File: src/shared/gpp_pkg.sv
/*
  Constants for the GPIO port block: register offsets, field positions,
  widths and reset values.
  Assumes a 32-bit APB bus with byte addresses and one register per word.
*/
package gpp_pkg;

  // Register byte offsets
  localparam logic [7:0] OFS_DRIVE_SEL  = 8'h00;
  localparam logic [7:0] OFS_IRQ_SC     = 8'h04;
  localparam logic [7:0] OFS_PIN_SEL    = 8'h08;
  localparam logic [7:0] OFS_EDGE_SEL   = 8'h0c;
  localparam logic [7:0] OFS_B_DATA     = 8'h10;
  localparam logic [7:0] OFS_EVT_STATUS = 8'h14;
  localparam logic [7:0] OFS_EVT_MASK   = 8'h18;

  // Widths
  localparam int DRV_W  = 5;
  localparam int IRQ_W  = 4;
  localparam int PA_W   = 6;
  localparam int PB_W   = 8;
  localparam int EVT_W  = 2;

  // Status/control field positions
  localparam int SC_FLAG = 3;
  localparam int SC_ACK  = 2;
  localparam int SC_IE   = 1;
  localparam int SC_MOD  = 0;

  // Event status field positions
  localparam int EVT_DETECT = 0;
  localparam int EVT_FLAG   = 1;

  // Values after reset
  localparam logic [DRV_W-1:0] RST_DRIVE_SEL = 5'h00;
  localparam logic [IRQ_W-1:0] RST_PIN_SEL   = 4'h0;
  localparam logic [IRQ_W-1:0] RST_EDGE_SEL  = 4'h0;
  localparam logic [PB_W-1:0]  RST_B_DATA    = 8'h00;
  localparam logic [EVT_W-1:0] RST_EVT       = 2'h0;

  // Cycles of the synchroniser before a pin level is usable
  localparam int SYNC_STAGES = 2;

endpackage

File: src/gpp_port.sv
/*
  GPIO port block: first-port drive select and pin interrupt detector,
  second-port data register, APB register slave and event interrupt.
  Assumes pins synchronous to clk_sys only through the internal
  synchroniser, and direction and pull-enable bits supplied by the
  neighbouring port control registers.
*/
// Added by the designer: the address map and the APB slave port.
`timescale 1ns/1ps

// Operation
// - Drive bits 4:0 pick high drive
// - Drive bit 5 ignores writes
// - Flag set on detect, writes ignored
// - Ack write clears flag, reads zero
// - Enable bit gates interrupt request
// - Mode bit: edges only or levels
// - Pin select includes pin as source
// - Edge select 0: pull-up, falling/low
// - Edge select 1: pull-down, rising/high
// - Pull polarity only with pull enable
// - Input pin reads sampled level
// - Output pin reads stored data
// - Writes stored always, outputs driven
// - Reset clears data, pins Hi-Z
// - Direction selects driver and read source
// - No pull on output pins
// - Pull-down only for interrupt pins
module gpp_port (
  input  wire logic                      clk_sys,
  input  wire logic                      rst,
  input  wire logic                      psel,
  input  wire logic                      penable,
  input  wire logic                      pwrite,
  input  wire logic [31:0]               paddr,
  input  wire logic [31:0]               pwdata,
  input  wire logic [3:0]                pstrb,
  output logic      [31:0]               prdata,
  output logic                           pready,
  output logic                           pslverr,
  output logic                           irq,
  input  wire logic [gpp_pkg::PA_W-1:0]  first_port_direction,
  input  wire logic [gpp_pkg::IRQ_W-1:0] first_port_pull_enable,
  input  wire logic [gpp_pkg::IRQ_W-1:0] first_port_pins_in,
  output logic      [gpp_pkg::DRV_W-1:0] first_port_drive_high,
  output logic      [gpp_pkg::IRQ_W-1:0] first_port_pull_up_en,
  output logic      [gpp_pkg::IRQ_W-1:0] first_port_pull_down_en,
  output logic                           first_port_irq_request,
  input  wire logic [gpp_pkg::PB_W-1:0]  second_port_direction,
  input  wire logic [gpp_pkg::PB_W-1:0]  second_port_pins_in,
  output logic      [gpp_pkg::PB_W-1:0]  second_port_pins_out,
  output logic      [gpp_pkg::PB_W-1:0]  second_port_pins_oe
);

  logic [gpp_pkg::DRV_W-1:0] drive_sel_reg;
  logic                      irq_flag_reg;
  logic                      irq_enable_reg;
  logic                      detect_mode_reg;
  logic [gpp_pkg::IRQ_W-1:0] pin_sel_reg;
  logic [gpp_pkg::IRQ_W-1:0] edge_sel_reg;
  logic [gpp_pkg::PB_W-1:0]  b_data_reg;
  logic [gpp_pkg::EVT_W-1:0] evt_status_reg;
  logic [gpp_pkg::EVT_W-1:0] evt_mask_reg;
  logic [gpp_pkg::EVT_W-1:0] evt_status_next;
  logic                      irq_flag_next;
  logic [gpp_pkg::IRQ_W-1:0] a_sync1_reg;
  logic [gpp_pkg::IRQ_W-1:0] a_sync2_reg;
  logic [gpp_pkg::IRQ_W-1:0] a_prev_reg;
  logic [gpp_pkg::PB_W-1:0]  b_sync1_reg;
  logic [gpp_pkg::PB_W-1:0]  b_sync2_reg;
  logic [gpp_pkg::IRQ_W-1:0] level_act;
  logic [gpp_pkg::IRQ_W-1:0] edge_act;
  logic [gpp_pkg::IRQ_W-1:0] pin_trig;
  logic                      detect;
  logic                      level_hold;
  logic                      acc;
  logic                      wr_en;
  logic                      ack_wr;
  logic [gpp_pkg::PB_W-1:0]  b_read;
  logic [31:0]               rd_mux;
  logic                      rd_hit;

  // True when the byte address matches a register offset
  function automatic logic hit(input logic [31:0] addr, input logic [7:0] ofs);
    hit = (addr[31:8] == 24'h000000) && (addr[7:0] == ofs);
  endfunction

  // Active trigger level for a pin given its edge select
  function automatic logic [gpp_pkg::IRQ_W-1:0] active_level(input logic [gpp_pkg::IRQ_W-1:0] smp,
                                                            input logic [gpp_pkg::IRQ_W-1:0] es);
    active_level = (smp & es) | (~smp & ~es);
  endfunction

  // APB: one wait state, answer registered
  assign acc    = psel && penable && pready;
  assign wr_en  = acc && pwrite && pstrb[0];
  assign ack_wr = wr_en && hit(paddr, gpp_pkg::OFS_IRQ_SC) && pwdata[gpp_pkg::SC_ACK];

  always_ff @(posedge clk_sys) begin
    if (rst) begin
      pready <= 1'b0;
    end else begin
      pready <= psel && penable && !pready;
    end
  end

  // Pin synchronisers; edge compare uses the second stage and its delayed copy a_prev_reg
  always_ff @(posedge clk_sys) begin
    if (rst) begin
      a_sync1_reg <= '0;
      a_sync2_reg <= '0;
      a_prev_reg  <= '0;
      b_sync1_reg <= '0;
      b_sync2_reg <= '0;
    end else begin
      a_sync1_reg <= first_port_pins_in;
      a_sync2_reg <= a_sync1_reg;
      a_prev_reg  <= a_sync2_reg;
      b_sync1_reg <= second_port_pins_in;
      b_sync2_reg <= b_sync1_reg;
    end
  end

  // Trigger detection per pin
  always_comb begin
    level_act = active_level(a_sync2_reg, edge_sel_reg);
    edge_act  = level_act & ~active_level(a_prev_reg, edge_sel_reg);
    pin_trig  = pin_sel_reg & (edge_act | (detect_mode_reg ? level_act : '0));
    detect    = |pin_trig;
    level_hold = detect_mode_reg && |(pin_sel_reg & level_act);
  end

  // Flag: detection wins over acknowledge; plain writes ignored
  always_comb begin
    irq_flag_next = irq_flag_reg;
    if (detect) begin
      irq_flag_next = 1'b1;
    end else if (ack_wr && !level_hold) begin
      irq_flag_next = 1'b0;
    end
  end

  always_ff @(posedge clk_sys) begin
    if (rst) begin
      irq_flag_reg <= 1'b0;
    end else begin
      irq_flag_reg <= irq_flag_next;
    end
  end

  // Control registers
  always_ff @(posedge clk_sys) begin
    if (rst) begin
      drive_sel_reg   <= gpp_pkg::RST_DRIVE_SEL;
      irq_enable_reg  <= 1'b0;
      detect_mode_reg <= 1'b0;
      pin_sel_reg     <= gpp_pkg::RST_PIN_SEL;
      edge_sel_reg    <= gpp_pkg::RST_EDGE_SEL;
      evt_mask_reg    <= gpp_pkg::RST_EVT;
    end else if (wr_en) begin
      if (hit(paddr, gpp_pkg::OFS_DRIVE_SEL)) begin
        drive_sel_reg <= pwdata[gpp_pkg::DRV_W-1:0];
      end
      if (hit(paddr, gpp_pkg::OFS_IRQ_SC)) begin
        irq_enable_reg  <= pwdata[gpp_pkg::SC_IE];
        detect_mode_reg <= pwdata[gpp_pkg::SC_MOD];
      end
      if (hit(paddr, gpp_pkg::OFS_PIN_SEL)) begin
        pin_sel_reg <= pwdata[gpp_pkg::IRQ_W-1:0];
      end
      if (hit(paddr, gpp_pkg::OFS_EDGE_SEL)) begin
        edge_sel_reg <= pwdata[gpp_pkg::IRQ_W-1:0];
      end
      if (hit(paddr, gpp_pkg::OFS_EVT_MASK)) begin
        evt_mask_reg <= pwdata[gpp_pkg::EVT_W-1:0];
      end
    end
  end

  // Second port data: every write stored whatever the direction
  always_ff @(posedge clk_sys) begin
    if (rst) begin
      b_data_reg <= gpp_pkg::RST_B_DATA;
    end else if (wr_en && hit(paddr, gpp_pkg::OFS_B_DATA)) begin
      b_data_reg <= pwdata[gpp_pkg::PB_W-1:0];
    end
  end

  // Event status: set wins over write-one-to-clear
  always_comb begin
    evt_status_next = evt_status_reg;
    if (wr_en && hit(paddr, gpp_pkg::OFS_EVT_STATUS)) begin
      evt_status_next = evt_status_reg & ~pwdata[gpp_pkg::EVT_W-1:0];
    end
    if (detect) begin
      evt_status_next[gpp_pkg::EVT_DETECT] = 1'b1;
    end
    if (irq_flag_next && !irq_flag_reg) begin
      evt_status_next[gpp_pkg::EVT_FLAG] = 1'b1;
    end
  end

  always_ff @(posedge clk_sys) begin
    if (rst) begin
      evt_status_reg <= gpp_pkg::RST_EVT;
      irq            <= 1'b0;
    end else begin
      evt_status_reg <= evt_status_next;
      irq            <= |(evt_status_next & evt_mask_reg);
    end
  end

  // Read multiplexer
  always_comb begin
    b_read = (second_port_direction & b_data_reg) | (~second_port_direction & b_sync2_reg);
    rd_mux = 32'h00000000;
    rd_hit = 1'b1;
    if (hit(paddr, gpp_pkg::OFS_DRIVE_SEL)) begin
      rd_mux[gpp_pkg::DRV_W-1:0] = drive_sel_reg;
    end else if (hit(paddr, gpp_pkg::OFS_IRQ_SC)) begin
      rd_mux[gpp_pkg::SC_FLAG] = irq_flag_reg;
      rd_mux[gpp_pkg::SC_IE]   = irq_enable_reg;
      rd_mux[gpp_pkg::SC_MOD]  = detect_mode_reg;
    end else if (hit(paddr, gpp_pkg::OFS_PIN_SEL)) begin
      rd_mux[gpp_pkg::IRQ_W-1:0] = pin_sel_reg;
    end else if (hit(paddr, gpp_pkg::OFS_EDGE_SEL)) begin
      rd_mux[gpp_pkg::IRQ_W-1:0] = edge_sel_reg;
    end else if (hit(paddr, gpp_pkg::OFS_B_DATA)) begin
      rd_mux[gpp_pkg::PB_W-1:0] = b_read;
    end else if (hit(paddr, gpp_pkg::OFS_EVT_STATUS)) begin
      rd_mux[gpp_pkg::EVT_W-1:0] = evt_status_reg;
    end else if (hit(paddr, gpp_pkg::OFS_EVT_MASK)) begin
      rd_mux[gpp_pkg::EVT_W-1:0] = evt_mask_reg;
    end else begin
      rd_hit = 1'b0;
    end
  end

  always_ff @(posedge clk_sys) begin
    if (rst) begin
      prdata  <= 32'h00000000;
      pslverr <= 1'b0;
    end else if (psel && penable && !pready) begin
      prdata  <= pwrite ? 32'h00000000 : rd_mux;
      pslverr <= !rd_hit;
    end else begin
      prdata  <= 32'h00000000;
      pslverr <= 1'b0;
    end
  end

  // Pin side outputs, all registered
  always_ff @(posedge clk_sys) begin
    if (rst) begin
      first_port_drive_high   <= '0;
      first_port_pull_up_en   <= '0;
      first_port_pull_down_en <= '0;
      first_port_irq_request  <= 1'b0;
      second_port_pins_out    <= '0;
      second_port_pins_oe     <= '0;
    end else begin
      first_port_drive_high   <= drive_sel_reg & first_port_direction[gpp_pkg::DRV_W-1:0];
      first_port_pull_up_en   <= first_port_pull_enable & ~first_port_direction[gpp_pkg::IRQ_W-1:0]
                                 & ~edge_sel_reg;
      first_port_pull_down_en <= first_port_pull_enable & ~first_port_direction[gpp_pkg::IRQ_W-1:0]
                                 & edge_sel_reg & pin_sel_reg;
      first_port_irq_request  <= irq_flag_next && irq_enable_reg;
      second_port_pins_out    <= b_data_reg;
      second_port_pins_oe     <= second_port_direction;
    end
  end
endmodule

File: config.mk
export PLATFORM = sky130hd
export DESIGN_NAME = gpp_port
export DESIGN_NICKNAME = d
export VERILOG_FILES = /design/src/shared/gpp_pkg.sv /design/src/gpp_port.sv
export SDC_FILE = /design/constraint.sdc
export NUM_CORES = 1
export LEC_CHECK = 0
export BUFFER_PORTS_ARGS = -buffer_cell sky130_fd_sc_hd__buf_4
export CORE_MARGIN = 4
export CORE_UTILIZATION = 50
export DETAILED_ROUTE_END_ITERATION = 12
export PLACE_DENSITY = 0.93
export SYNTH_ARGS = -nofsm -noshare
export SYNTH_HDL_FRONTEND = slang
export SYNTH_SLANG_ARGS = --single-unit
File: constraint.sdc
create_clock -name clk_sys -period 3.5 [get_ports clk_sys]
set_input_delay 0.35 -clock clk_sys [delete_from_list [all_inputs] [get_ports clk_sys]]
set_output_delay 0.35 -clock clk_sys [all_outputs]
set_load 0.03 [all_outputs]
==> results.md, run 1 <==
### Critical path
* **worst setup path class** in -> reg
* **cell depth of the worst flop-to-flop path** 6
* **Critical path destination** edge_sel_reg[3]$_SDFFE_PP0P_
* **Critical Path Source** paddr[30]
* **required time at the worst-slack endpoint** 3730 ps
* **destination of the worst register-to-register timing path** irq$_SDFF_PP0_
* **peak fanout along the critical path** 12
* **endpoint arrival time on the critical path** 2450 ps
* **element type at the critical path start** input port
* **Worst setup EP type** flop
* **register-to-register setup slack** 1620 ps
* **Crit Reg-Reg Startpoint** edge_sel_reg[1]$_SDFFE_PP0P_

### Timing
* **setup TNS** 0 ps
* **number of setup violations in the final report** 0
* **setup repair after global routing missed its margin** no
* **worst setup skew after layout** 12.6 ps
* **Slew Limit Headroom** 47.5%
* **Final min period** 2220 ps
* **ratio of final minimum period to clock period** 63.6%
* **worst slew pin tran** 788 ps
* **Fmax achieved** 450 MHz
* **number of slew-limit violations in the final report** 0
* **Final Hold Vio Count** 0
* **crit path setup slack, layout** 1280 ps

### Floorplan
* **standard-cell row count** 31
* **initial standard-cell utilization of the core** 51.2%
* **I/O pin total** 168
* **Std-Cell Core Area** 0.00725 mm²
* **die span in x** 94.2 µm
* **vertical extent of the die** 94.2 µm
* **die footprint** 0.00887 mm²

### CTS
* **CTS root buf** sky130_fd_sc_hd__clkbuf_8
* **clock buffer depth** 2
* **Resize count post-CTS** 0
* **clock slew seen by the registers of the worst setup and hold paths** 100 ps
* **quantity of hold-fixing buffers added after cts** 0
* **TritonCTS clock tree** done
* **number of buffers added by the clock tree synthesis step** 9
* **post-CTS repair timing setup buffer count** 0
* **Skew-Pair Late Insertion Delay** 360 ps
* **total number of clock tree sinks** 97
* **htree depth** 3

### Synth
* **Mean Syn Cell Area** 10.1 µm²
* **share of synthesized registers carrying an async set or reset** 0%
* **portion of synthesized cell area occupied by the leading cell type** 52.3%
* **compound-cell area share of the yosys netlist** 5.53%
* **main combinational cell family by area after synthesis** simple AND/OR/NAND/NOR gates
* **flip-flop and latch count after synthesis** 97
* **number of synthesized flops with an enable pin** 0
* **area share of and/or/nand/nor cells after synthesis** 24.5%
* **unique cell type count in the Yosys netlist** 44
* **post-synthesis instance area** 0.00371 mm²
* **Post-Synthesis Cells** 369
* **Synth Area in Adders** 0%
* **share of cell area taken by muxes after synthesis** 8.76%
* **xor/xnor cell area share of the yosys netlist** 1.18%
* **most frequently used flop master after synthesis** sky130_fd_sc_hd__dfxtp_1
* **synth warn** 0
* **top cell type by total area after synthesis** sky130_fd_sc_hd__dfxtp_1
* **top post-synthesis cells by area** sky130_fd_sc_hd__dfxtp_1 52%, sky130_fd_sc_hd__nor2b_1 7.6%, sky130_fd_sc_hd__mux2i_1 7.5%, sky130_fd_sc_hd__buf_4 5.7%, sky130_fd_sc_hd__nor2_1 3.8%
* **sequential element share of the synthesized area** 52.3%

### Pwr
* **Leak** 2.08 nW
* **largest vdd supply drop** 0.000273 V
* **power per cell area** 429 mW/mm²

### Outcome
* **run status** complete, no violations

### Final layout
* **post-route core utilization** 65.0%
* **# nets final** 579
* **Fillers** 544
* **fraction of layout cells with a size suffix above 1** 29.3%
* **leading cell type in the layout, fill and taps excluded** sky130_fd_sc_hd__buf_4
* **footprint of the flip-flops and latches** 0.00194 mm²
* **area used by multi-input combinational logic** 0.00157 mm²
* **Post-Layout Cell Count** 580
* **commonest non-fill, non-tap cells in the layout** 116 x sky130_fd_sc_hd__buf_4, 97 x sky130_fd_sc_hd__dfxtp_1, 45 x sky130_fd_sc_hd__nor2b_1, 38 x sky130_fd_sc_hd__nor2_1, 28 x sky130_fd_sc_hd__mux2i_1
* **Area Growth Syn to Fin** 27.1%
* **number of inserted diodes** 0

### Drt
* **final wirelength** 8540 µm
* **total DRC errors in the routed layout** 0
* **vias after detailed routing** 2895
* **detail-routed net length per standard cell** 14.7 µm
* **via density per instance** 4.99
* **Iteration-0 DRC Markers** 167
* **drt first pass iters** 4
* **antenna viol nets, final** 0

### Global routing
* **first-pass GRT wire length** 12800 µm
* **total congestion overflow** 0
* **antenna violations before repair** 0
* **pin count of the biggest net entering global routing** 81
* **vias in the first global route** 2719
* **gr usage total** 18.9%

### Run
* **# Max-Cap Violations** 0

### Place
* **port bufs** 115
* **placer congestion estimate** 0.829
* **number of cells in the design after placement** 564
* **post-detailed-placement half-perimeter wirelength** 6290 µm
* **Place WS** 934 ps

### Hold path
* **Hold WC Path Type** in -> reg

==> worst max-delay path, cell delays in order <==
cell and delay, ps:
sky130_fd_sc_hd__buf_4 110, sky130_fd_sc_hd__or4_4 540, sky130_fd_sc_hd__nor4_4 210, sky130_fd_sc_hd__and4b_1 520, sky130_fd_sc_hd__and4_1 430, sky130_fd_sc_hd__mux2i_1 240
sky130_fd_sc_hd__nor2_1 60
==> worst min path at each step <==
stage,cells after the start,endpoint,start
6_report,2,first_port_pull_down_en[2]$_SDFF_PP0_,first_port_direction[2]
3_3_place_gp,1,a_sync2_reg[2]$_SDFF_PP0_,a_sync1_reg[2]$_SDFF_PP0_
3_5_place_dp,1,b_sync2_reg[2]$_SDFF_PP0_,b_sync1_reg[2]$_SDFF_PP0_
2_1_floorplan,1,a_sync2_reg[0]$_SDFF_PP0_,a_sync1_reg[0]$_SDFF_PP0_
5_1_grt,2,first_port_pull_down_en[2]$_SDFF_PP0_,first_port_direction[2]
4_1_cts,2,first_port_pull_down_en[2]$_SDFF_PP0_,first_port_direction[2]
==> synth_stat cells, types with 6 or more instances <==
library cell and instances:
sky130_fd_sc_hd__dfxtp_1 97, sky130_fd_sc_hd__nor2b_1 45, sky130_fd_sc_hd__nor2_1 38, sky130_fd_sc_hd__buf_4 28, sky130_fd_sc_hd__mux2i_1 28, sky130_fd_sc_hd__nand2_1 19, sky130_fd_sc_hd__a21oi_1 12, sky130_fd_sc_hd__clkbuf_1 12
sky130_fd_sc_hd__nand3_1 8, sky130_fd_sc_hd__and4_1 6, sky130_fd_sc_hd__nor4b_1 6
==> routing by layer <==
| layer | global-route usage [%] | wire length [µm] |
|---|---|---|
| met2 | 34.0 | 4410 |
| met5 | 0 | 0 |
| met1 | 21.0 | 3170 |
| met3 | 3.85 | 725 |
| met4 | 9.03 | 233 |
==> area by class of cell <==
class,count,share of cell area [%]
Multi-Input combinational cell,250,33.4
Sequential cell,97,41.2
Clock inverter,6,1.30
Timing Repair Buffer,116,18.5
Clock buffer,10,2.92
Tap cell,99,2.63
Inverter,2,0.159
==> power by group <==
| group | switching, W | total [W] | leakage [nW] | internal, W |
|---|---|---|---|---|
| registers | 0.00000660 | 0.00113 | 0.790 | 0.00112 |
| clock network | 0.000409 | 0.000703 | 0.0978 | 0.000294 |
| logic | 0.000107 | 0.000192 | 1.20 | 0.0000842 |
| total | 0.000523 | 0.00203 | 2.08 | 0.00150 |
==> cells by family (layout without fill, tap and decap cells) <==
kind of cell,Yosys count,count (layout)
other,1,24
DFF,97,97
buffers and inverters,45,134
and+or+nand+nor,158,158
muxes,32,32
xor gates and xnor gates,5,5
AOI/OAI and AO/OA,31,31
==> stage by stage <==
step                      cell area, µm²  hold slack, ps  power [W]
after floorplan                     3800             414    0.00127
after global placement              4520             418    0.00134
after detailed placement            4520             423    0.00135
after CTS                           4720             145    0.00204
after global routing                4720             151    0.00209
final                               4720             155    0.00203
Power figures use the tool's default switching activity.
==> run 2: changes to the inputs <==
--- a/config.mk
+++ b/config.mk
@@ -7,9 +7,9 @@
 export LEC_CHECK = 0
 export BUFFER_PORTS_ARGS = -buffer_cell sky130_fd_sc_hd__buf_4
 export CORE_MARGIN = 4
-export CORE_UTILIZATION = 50
+export CORE_UTILIZATION = 47
 export DETAILED_ROUTE_END_ITERATION = 12
-export PLACE_DENSITY = 0.93
+export PLACE_DENSITY = 0.89
 export SYNTH_ARGS = -nofsm -noshare
 export SYNTH_HDL_FRONTEND = slang
 export SYNTH_SLANG_ARGS = --single-unit
==> constraint.sdc (replaced) <==
create_clock -name clk_sys -period 2.3 [get_ports clk_sys]
set_input_delay 0.23 -clock clk_sys [delete_from_list [all_inputs] [get_ports clk_sys]]
set_output_delay 0.23 -clock clk_sys [all_outputs]
set_load 0.03 [all_outputs]
==> run 2 against run 1 <==
Against the previous run: power increased by 53%; clock skew grew 4.0 ps; flip-flop and latch count unchanged; global-route usage shrank 0.50 points; count of clock-buffer cells in the layout is 1 lower; sequential power up 52%; first-iteration DRC count up 16%; critical endpoint is now irq$_SDFF_PP0_.
==> results.md, run 2 (synthesized netlist as in run 1, its figures left out) <==
### Outcome
* **run status** complete, no violations

### Critical path
* **Crit path buffers/inverters** 0, -1
* **endpoint arrival time on the critical path** 2180 ps, -270 ps
* **sequence of cells on the critical path** xnor2_1 > a22oi_1 > a21boi_0 > nor3_1 > o2bb2ai_1 > a32o_1
* **worst setup path class** reg -> reg
* **required time at the worst-slack endpoint** 2560 ps, -1170 ps
* **Worst setup EP type** flop
* **slowest stage cell, crit path** sky130_fd_sc_hd__dfxtp_1
* **family of cells with the greatest summed delay on the critical path** compound AO/OA/AOI/OAI gates
* **peak fanout along the critical path** 6, -6
* **element type at the critical path start** flop
* **maximum cell stage delay along the critical path** 480 ps, -60 ps

### Timing
* **Fmax achieved** 522 MHz
* **Final min period** 1910 ps
* **setup repair after global routing missed its margin** no
* **number of setup violations in the final report** 0, unchanged
* **worst setup skew after layout** 16.5 ps, +3.96 ps
* **number of slew-limit violations in the final report** 0, unchanged
* **ratio of final minimum period to clock period** 83.2%
* **setup TNS** 0 ps, unchanged
* **Final Hold Vio Count** 0, unchanged

### Floorplan
* **die footprint** 0.00938 mm², +5.8%
* **Std-Cell Core Area** 0.00769 mm², +6.0%
* **die span in x** 96.9 µm, +2.9%
* **vertical extent of the die** 96.9 µm, +2.9%
* **initial standard-cell utilization of the core** 48.3%, -2.9 points
* **I/O pin total** 168, unchanged
* **standard-cell row count** 32, +3.2%

### Final layout
* **fraction of layout cells with a size suffix above 1** 30.0%, +0.73 points
* **Post-Layout Cell Count** 588, +1.4%
* **Area Growth Syn to Fin** 28.0%
* **number of inserted diodes** 0, unchanged
* **leading cell type in the layout, fill and taps excluded** sky130_fd_sc_hd__buf_4
* **post-route core utilization** 61.8%, -3.2 points
* **# nets final** 584, +0.86%
* **commonest non-fill, non-tap cells in the layout** 121 x sky130_fd_sc_hd__buf_4, 97 x sky130_fd_sc_hd__dfxtp_1, 45 x sky130_fd_sc_hd__nor2b_1, 38 x sky130_fd_sc_hd__nor2_1, 28 x sky130_fd_sc_hd__mux2i_1

### Pwr
* **Leak** 2.10 nW, +1.0%
* **share of power burned in the clock network** 35.0%, +0.3 points
* **Sw Ratio** 26.8%, +0.98 points
* **largest vdd supply drop** 0.000438 V, +60%
* **Internal Dissipation** 0.00227 W, +51%
* **total net switching power** 0.000832 W, +59%
* **power per cell area** 653 mW/mm², +52%
* **share of power burned in registers** 55.5%, -0.3 points
* **Gate power share** 9.5%, about the same

### Global routing
* **total congestion overflow** 0, unchanged
* **vias in the first global route** 2873, +5.7%
* **antenna violations before repair** 0, unchanged
* **gr usage total** 18.4%, -0.50 points
* **pin count of the biggest net entering global routing** 43, -47%
* **first-pass GRT wire length** 13900 µm, +8.7%

### CTS
* **Skew-Pair Late Insertion Delay** 370 ps, about the same
* **post-CTS repair timing setup buffer count** 0, unchanged
* **TritonCTS clock tree** done
* **number of buffers added by the clock tree synthesis step** 9, unchanged
* **clock buffer depth** 2, unchanged
* **htree depth** 3, unchanged
* **total number of clock tree sinks** 97, unchanged
* **CTS root buf** sky130_fd_sc_hd__clkbuf_8
* **clock slew seen by the registers of the worst setup and hold paths** 100 ps, about the same
* **quantity of hold-fixing buffers added after cts** 0, unchanged
* **Resize count post-CTS** 0, unchanged

### Drt
* **vias after detailed routing** 2961, +2.3%
* **detail-routed net length per standard cell** 15.1 µm, +2.6%
* **drt first pass iters** 4, unchanged
* **final wirelength** 8880 µm, +4.0%
* **amount of wire on met2 after detailed routing** 4510 µm, +2.3%
* **routed length on met3** 761 µm, +5.0%
* **Iteration-0 DRC Markers** 193, +16%
* **top layer reached by signal wires** met4
* **antenna viol nets, final** 0, unchanged
* **via density per instance** 5.04, +0.89%
* **length of routed wiring on met1** 3320 µm, +4.6%
* **total DRC errors in the routed layout** 0, unchanged

### Place
* **number of cells in the design after placement** 572, +1.4%
* **port bufs** 115, unchanged
* **post-detailed-placement half-perimeter wirelength** 6770 µm, +7.7%
* **placer congestion estimate** 0.862, +4.0%

### Run
* **# Max-Cap Violations** 0, unchanged

### Hold path
* **Hold WC Path Type** in -> reg

==> run 2: cell types whose count changed in the layout (fill, tap and decap cells not counted), sizes merged <==
cell / change
inv: +3
buf: +5
clkinv: -3
clkbuf: -1
clkinvlp: +1
==> run 2: worst paths after layout <==
| check | from | end | depth (start not counted) | slack (ps) |
|---|---|---|---|---|
| max | edge_sel_reg[2]$_SDFFE_PP0P_ | irq$_SDFF_PP0_ | 6 | 390 |
| min | first_port_direction[1] | first_port_pull_down_en[1]$_SDFF_PP0_ | 2 | 40 |
| max reg2reg | edge_sel_reg[2]$_SDFFE_PP0P_ | irq$_SDFF_PP0_ | 6 | 390 |
| min reg2reg | b_sync1_reg[2]$_SDFF_PP0_ | b_sync2_reg[2]$_SDFF_PP0_ | 1 | 440 |
==> run 2: cell type report <==
| cell class | instances | area [µm²] |
|---|---|---|
| clock buffer | 9 | 124 |
| clock inverter | 7 | 68.8 |
| fill | 654 | 2940 |
| inverter | 2 | 7.51 |
| multi-input combinational | 250 | 1570 |
| sequential | 97 | 1940 |
| tap | 102 | 128 |
| timing repair buffer | 121 | 908 |
==> run 2: stage by stage <==
stage          setup WS (ps)  hold WS (ps)  instance area, µm²  total power [W]
2_1_floorplan            450           306                3800          0.00194
3_3_place_gp             159           411                4560          0.00205
3_5_place_dp            79.6           414                4560          0.00206
4_1_cts                  393          21.3                4750          0.00313
5_1_grt                  253          26.4                4750          0.00322
6_report                 386          38.8                4750          0.00310
==> run 2: per-layer routing <==
layer | global-route usage, % | vias up
li1 | - | 1438
met1 | 20.5 | 1354
met2 | 31.8 | 144
met3 | 5.55 | 25
met4 | 8.86 | 0
met5 | 0 | -
==> run 2: power groups by stage <==
stage / sequential (W) / combinational, W / clock (W)
final: 0.00172 / 0.000296 / 0.00109
after global routing: 0.00173 / 0.000317 / 0.00118
after CTS: 0.00172 / 0.000296 / 0.00111
after detailed placement: 0.00176 / 0.000296 / 0
after global placement: 0.00176 / 0.000290 / 0
after floorplan: 0.00178 / 0.000155 / 0
==> run 3: changes to the inputs <==
--- a/config.mk
+++ b/config.mk
@@ -5,11 +5,12 @@
 export SDC_FILE = /design/constraint.sdc
 export NUM_CORES = 1
 export LEC_CHECK = 0
+export ABC_AREA = 1
 export BUFFER_PORTS_ARGS = -buffer_cell sky130_fd_sc_hd__buf_4
 export CORE_MARGIN = 4
-export CORE_UTILIZATION = 47
+export CORE_UTILIZATION = 43
 export DETAILED_ROUTE_END_ITERATION = 12
-export PLACE_DENSITY = 0.89
+export PLACE_DENSITY = 0.85
 export SYNTH_ARGS = -nofsm -noshare
 export SYNTH_HDL_FRONTEND = slang
 export SYNTH_SLANG_ARGS = --single-unit
==> constraint.sdc (replaced) <==
create_clock -name clk_sys -period 1.6 [get_ports clk_sys]
set_input_delay 0.16 -clock clk_sys [delete_from_list [all_inputs] [get_ports clk_sys]]
set_output_delay 0.16 -clock clk_sys [all_outputs]
set_load 0.03 [all_outputs]
==> run 3 against run 2 <==
Against the previous run: core utilization shrank 1.8 points; fmax grew 33%; critical path depth is 1 higher; synthesized area grew 4.7%; sequential power grew 44%; die area up 13%; register-to-register slack got worse by 220 ps; clock skew shrank 8.0 ps; final area is 11% higher; synthesized cell count increased by 32%.
==> results.md, run 3 <==
### Floorplan
* **standard-cell row count** 34, +6.3%
* **die footprint** 0.0106 mm², +13%
* **vertical extent of the die** 103 µm, +6.4%
* **I/O pin total** 168, unchanged
* **initial standard-cell utilization of the core** 44.3%, -3.9 points
* **Std-Cell Core Area** 0.00876 mm², +14%
* **die span in x** 103 µm, +6.4%

### CTS
* **htree depth** 3, unchanged
* **TritonCTS clock tree** done
* **post-CTS repair timing setup buffer count** 0, unchanged
* **clock buffer depth** 2, unchanged
* **number of buffers added by the clock tree synthesis step** 9, unchanged
* **CTS root buf** sky130_fd_sc_hd__clkbuf_8
* **clock slew seen by the registers of the worst setup and hold paths** 100 ps, about the same
* **Skew-Pair Late Insertion Delay** 360 ps, about the same
* **total number of clock tree sinks** 97, unchanged

### Timing
* **Final Hold Vio Count** 0, unchanged
* **worst slew pin tran** 553 ps
* **number of slew-limit violations in the final report** 0, unchanged
* **worst setup skew after layout** 8.52 ps, -7.99 ps
* **setup repair after global routing missed its margin** no
* **Post-Route Hold Slack** 11.8 ps, -27.1 ps
* **Fmax achieved** 695 MHz, +33%
* **crit path setup slack, layout** 162 ps, -224 ps
* **Final min period** 1440 ps, -476 ps
* **number of setup violations in the final report** 0, unchanged
* **ratio of final minimum period to clock period** 89.9%, +6.7 points
* **Slew Limit Headroom** 63.1%

### Drt
* **antenna viol nets, final** 0, unchanged
* **Iteration-0 DRC Markers** 152, -21%
* **drt first pass iters** 5, +1
* **final wirelength** 10200 µm, +15%
* **total DRC errors in the routed layout** 0, unchanged
* **detail-routed net length per standard cell** 13.6 µm, -10%
* **vias after detailed routing** 3467, +17%
* **via density per instance** 4.62, -8.3%

### Critical path
* **Worst setup EP type** flop
* **required time at the worst-slack endpoint** 1880 ps, -680 ps
* **worst setup path class** reg -> reg
* **peak fanout along the critical path** 3, -3
* **element type at the critical path start** flop
* **endpoint arrival time on the critical path** 1720 ps, -460 ps

### Synth
* **most frequently used flop master after synthesis** sky130_fd_sc_hd__dfxtp_1
* **xor/xnor cell area share of the yosys netlist** 0.225%, -0.95 points
* **flip-flop and latch count after synthesis** 97, unchanged
* **main combinational cell family by area after synthesis** simple AND/OR/NAND/NOR gates
* **synth warn** 0, unchanged
* **share of cell area taken by muxes after synthesis** 0%, -8.8 points
* **top cells by instance count after synthesis** 97 x sky130_fd_sc_hd__dfxtp_1, 94 x sky130_fd_sc_hd__nor2_1, 80 x sky130_fd_sc_hd__inv_1
* **top post-synthesis cells by area** sky130_fd_sc_hd__dfxtp_1 50%, sky130_fd_sc_hd__nor2_1 9.1%, sky130_fd_sc_hd__inv_1 7.7%, sky130_fd_sc_hd__buf_4 4.8%, sky130_fd_sc_hd__nand2_1 4.4%
* **number of synthesized flops with an enable pin** 0, unchanged
* **compound-cell area share of the yosys netlist** 11.8%, +6.3 points
* **share of synthesized registers carrying an async set or reset** 0%, unchanged
* **top cell type by total area after synthesis** sky130_fd_sc_hd__dfxtp_1
* **Synth Area in Adders** 0%, unchanged
* **sequential element share of the synthesized area** 50.0%, -2.3 points
* **post-synthesis instance area** 0.00389 mm², +4.7%
* **area share of and/or/nand/nor cells after synthesis** 23.8%, -0.74 points
* **most frequent cell after synthesis** sky130_fd_sc_hd__dfxtp_1
* **unique cell type count in the Yosys netlist** 38, -14%
* **Mean Syn Cell Area** 7.96 µm², -21%
* **Post-Synthesis Cells** 488, +32%
* **portion of synthesized cell area occupied by the leading cell type** 50.0%, -2.3 points

### Global routing
* **gr usage total** 19.4%, +1.0 points
* **antenna violations before repair** 0, unchanged
* **first-pass GRT wire length** 16000 µm, +15%
* **total congestion overflow** 0, unchanged
* **vias in the first global route** 3363, +17%
* **pin count of the biggest net entering global routing** 56, +30%

### Hold path
* **Hold WC Path Type** in -> reg

### Final layout
* **commonest non-fill, non-tap cells in the layout** 139 x sky130_fd_sc_hd__buf_4, 95 x sky130_fd_sc_hd__dfxtp_1, 93 x sky130_fd_sc_hd__nor2_1, 80 x sky130_fd_sc_hd__inv_1, 46 x sky130_fd_sc_hd__nand2_1
* **final non-filler cell area** 0.00526 mm², +11%
* **Post-Layout Cell Count** 751, +28%
* **number of inserted diodes** 0, unchanged
* **fraction of layout cells with a size suffix above 1** 28.0%, -2.0 points
* **leading cell type in the layout, fill and taps excluded** sky130_fd_sc_hd__buf_4
* **# nets final** 741, +27%
* **Area Growth Syn to Fin** 35.4%
* **post-route core utilization** 60.1%, -1.8 points

### Run
* **# Max-Cap Violations** 0, unchanged

### Pwr
* **Sw Ratio** 23.8%, -3.0 points
* **Leak** 2.52 nW, +20%
* **largest vdd supply drop** 0.000558 V, +27%
* **share of power burned in registers** 52.4%, -3.1 points
* **power per cell area** 898 mW/mm², +37%
* **share of power burned in the clock network** 37.7%, +2.7 points
* **total net switching power** 0.00113 W, +35%
* **Internal Dissipation** 0.00360 W, +58%
* **Gate power share** 10.0%, +0.5 points

### Place
* **post-detailed-placement half-perimeter wirelength** 7700 µm, +14%
* **cell area reported after detailed placement** 0.00491 mm², +7.7%
* **number of cells in the design after placement** 723, +26%
* **Place WS** -23.5 ps, -103 ps
* **placer congestion estimate** 0.857, -0.63%
* **port bufs** 115, unchanged

### Outcome
* **run status** complete, no violations

==> run 3: cell count changes in the layout (fill, tap and decap cells not counted), sizes merged, moves of 14 or more <==
cell,change
nor2,+63
o21ai,+34
nor2b,-45
inv,+77
nand2,+30
a21oi,+14
buf,+18
mux2i,-28
==> run 3: logic make-up (layout without fill, tap and decap cells) <==
family,after synthesis,count (layout)
AOI/OAI and AO/OA,80,80
xor gates and xnor gates,1,1
buffers and inverters,117,249
DFF,97,97
other,1,24
and+or+nand+nor,192,192
==> run 3: path summary, 6_finish.rpt <==
| check | to | from | slack, ps | depth (start not counted) |
|---|---|---|---|---|
| worst max-delay path | prdata[5]$_SDFF_PP0_ | pready$_SDFF_PP0_ | 160 | 7 |
| worst min-delay path | a_sync1_reg[0]$_SDFF_PP0_ | first_port_pins_in[0] | 10 | 3 |
| worst min register to register | b_sync2_reg[3]$_SDFF_PP0_ | b_sync1_reg[3]$_SDFF_PP0_ | 400 | 2 |
| worst max register to register | prdata[5]$_SDFF_PP0_ | pready$_SDFF_PP0_ | 160 | 7 |
==> run 3: area by class of cell <==
type / instances / area, µm²
fillers: 747 / 3500
flip-flops and latches: 97 / 1940
multi-input cells: 297 / 1480
repair buffers: 151 / 1160
inverters: 82 / 310
clock buffers: 11 / 141
well taps: 108 / 135
clock inverters: 5 / 85.1
==> run 3: worst max-delay path: stages (launching register included) <==
cell                       delay (ps)
sky130_fd_sc_hd__dfxtp_1          360
sky130_fd_sc_hd__nor3_2           220
sky130_fd_sc_hd__inv_1             60
sky130_fd_sc_hd__nor2_1           150
sky130_fd_sc_hd__inv_1            110
sky130_fd_sc_hd__nor2_1           180
sky130_fd_sc_hd__inv_1            100
sky130_fd_sc_hd__a211oi_1         190
==> run 3: repair_timing <==
action | CTS | global route
hold buffers | 12 | 0
hold endpoints to repair | 12 | 0
setup endpoints to repair | 0 | 5
resized for setup | 0 | 4
==> run 3: per-stage QoR <==
stage | setup TNS, ps | total power [W]
6_report | 0 | 0.00472
2_1_floorplan | 0 | 0.00280
5_1_grt | 0 | 0.00491
3_5_place_dp | -81.7 | 0.00298
3_3_place_gp | -77.4 | 0.00296
4_1_cts | 0 | 0.00476
==> run 3: power by group through the flow <==
| stage | Sequential (W) | Combinational, W | Clock (W) |
|---|---|---|---|
| CTS | 0.00247 | 0.000469 | 0.00181 |
| floorplan | 0.00256 | 0.000236 | 0 |
| detailed placement | 0.00253 | 0.000445 | 0 |
| global placement | 0.00253 | 0.000436 | 0 |
| global route | 0.00248 | 0.000511 | 0.00192 |
| finish | 0.00247 | 0.000471 | 0.00178 |
==> run 3: layer usage <==
| metal | vias to the layer above | share of wire, % | global-route usage (%) |
|---|---|---|---|
| met2 | 155 | 49 | 33.1 |
| met3 | 20 | 8.7 | 4.19 |
| li1 | 1779 | - | - |
| met5 | - | 0 | 0 |
| met4 | 0 | 2.0 | 6.97 |
| met1 | 1513 | 40 | 24.2 |
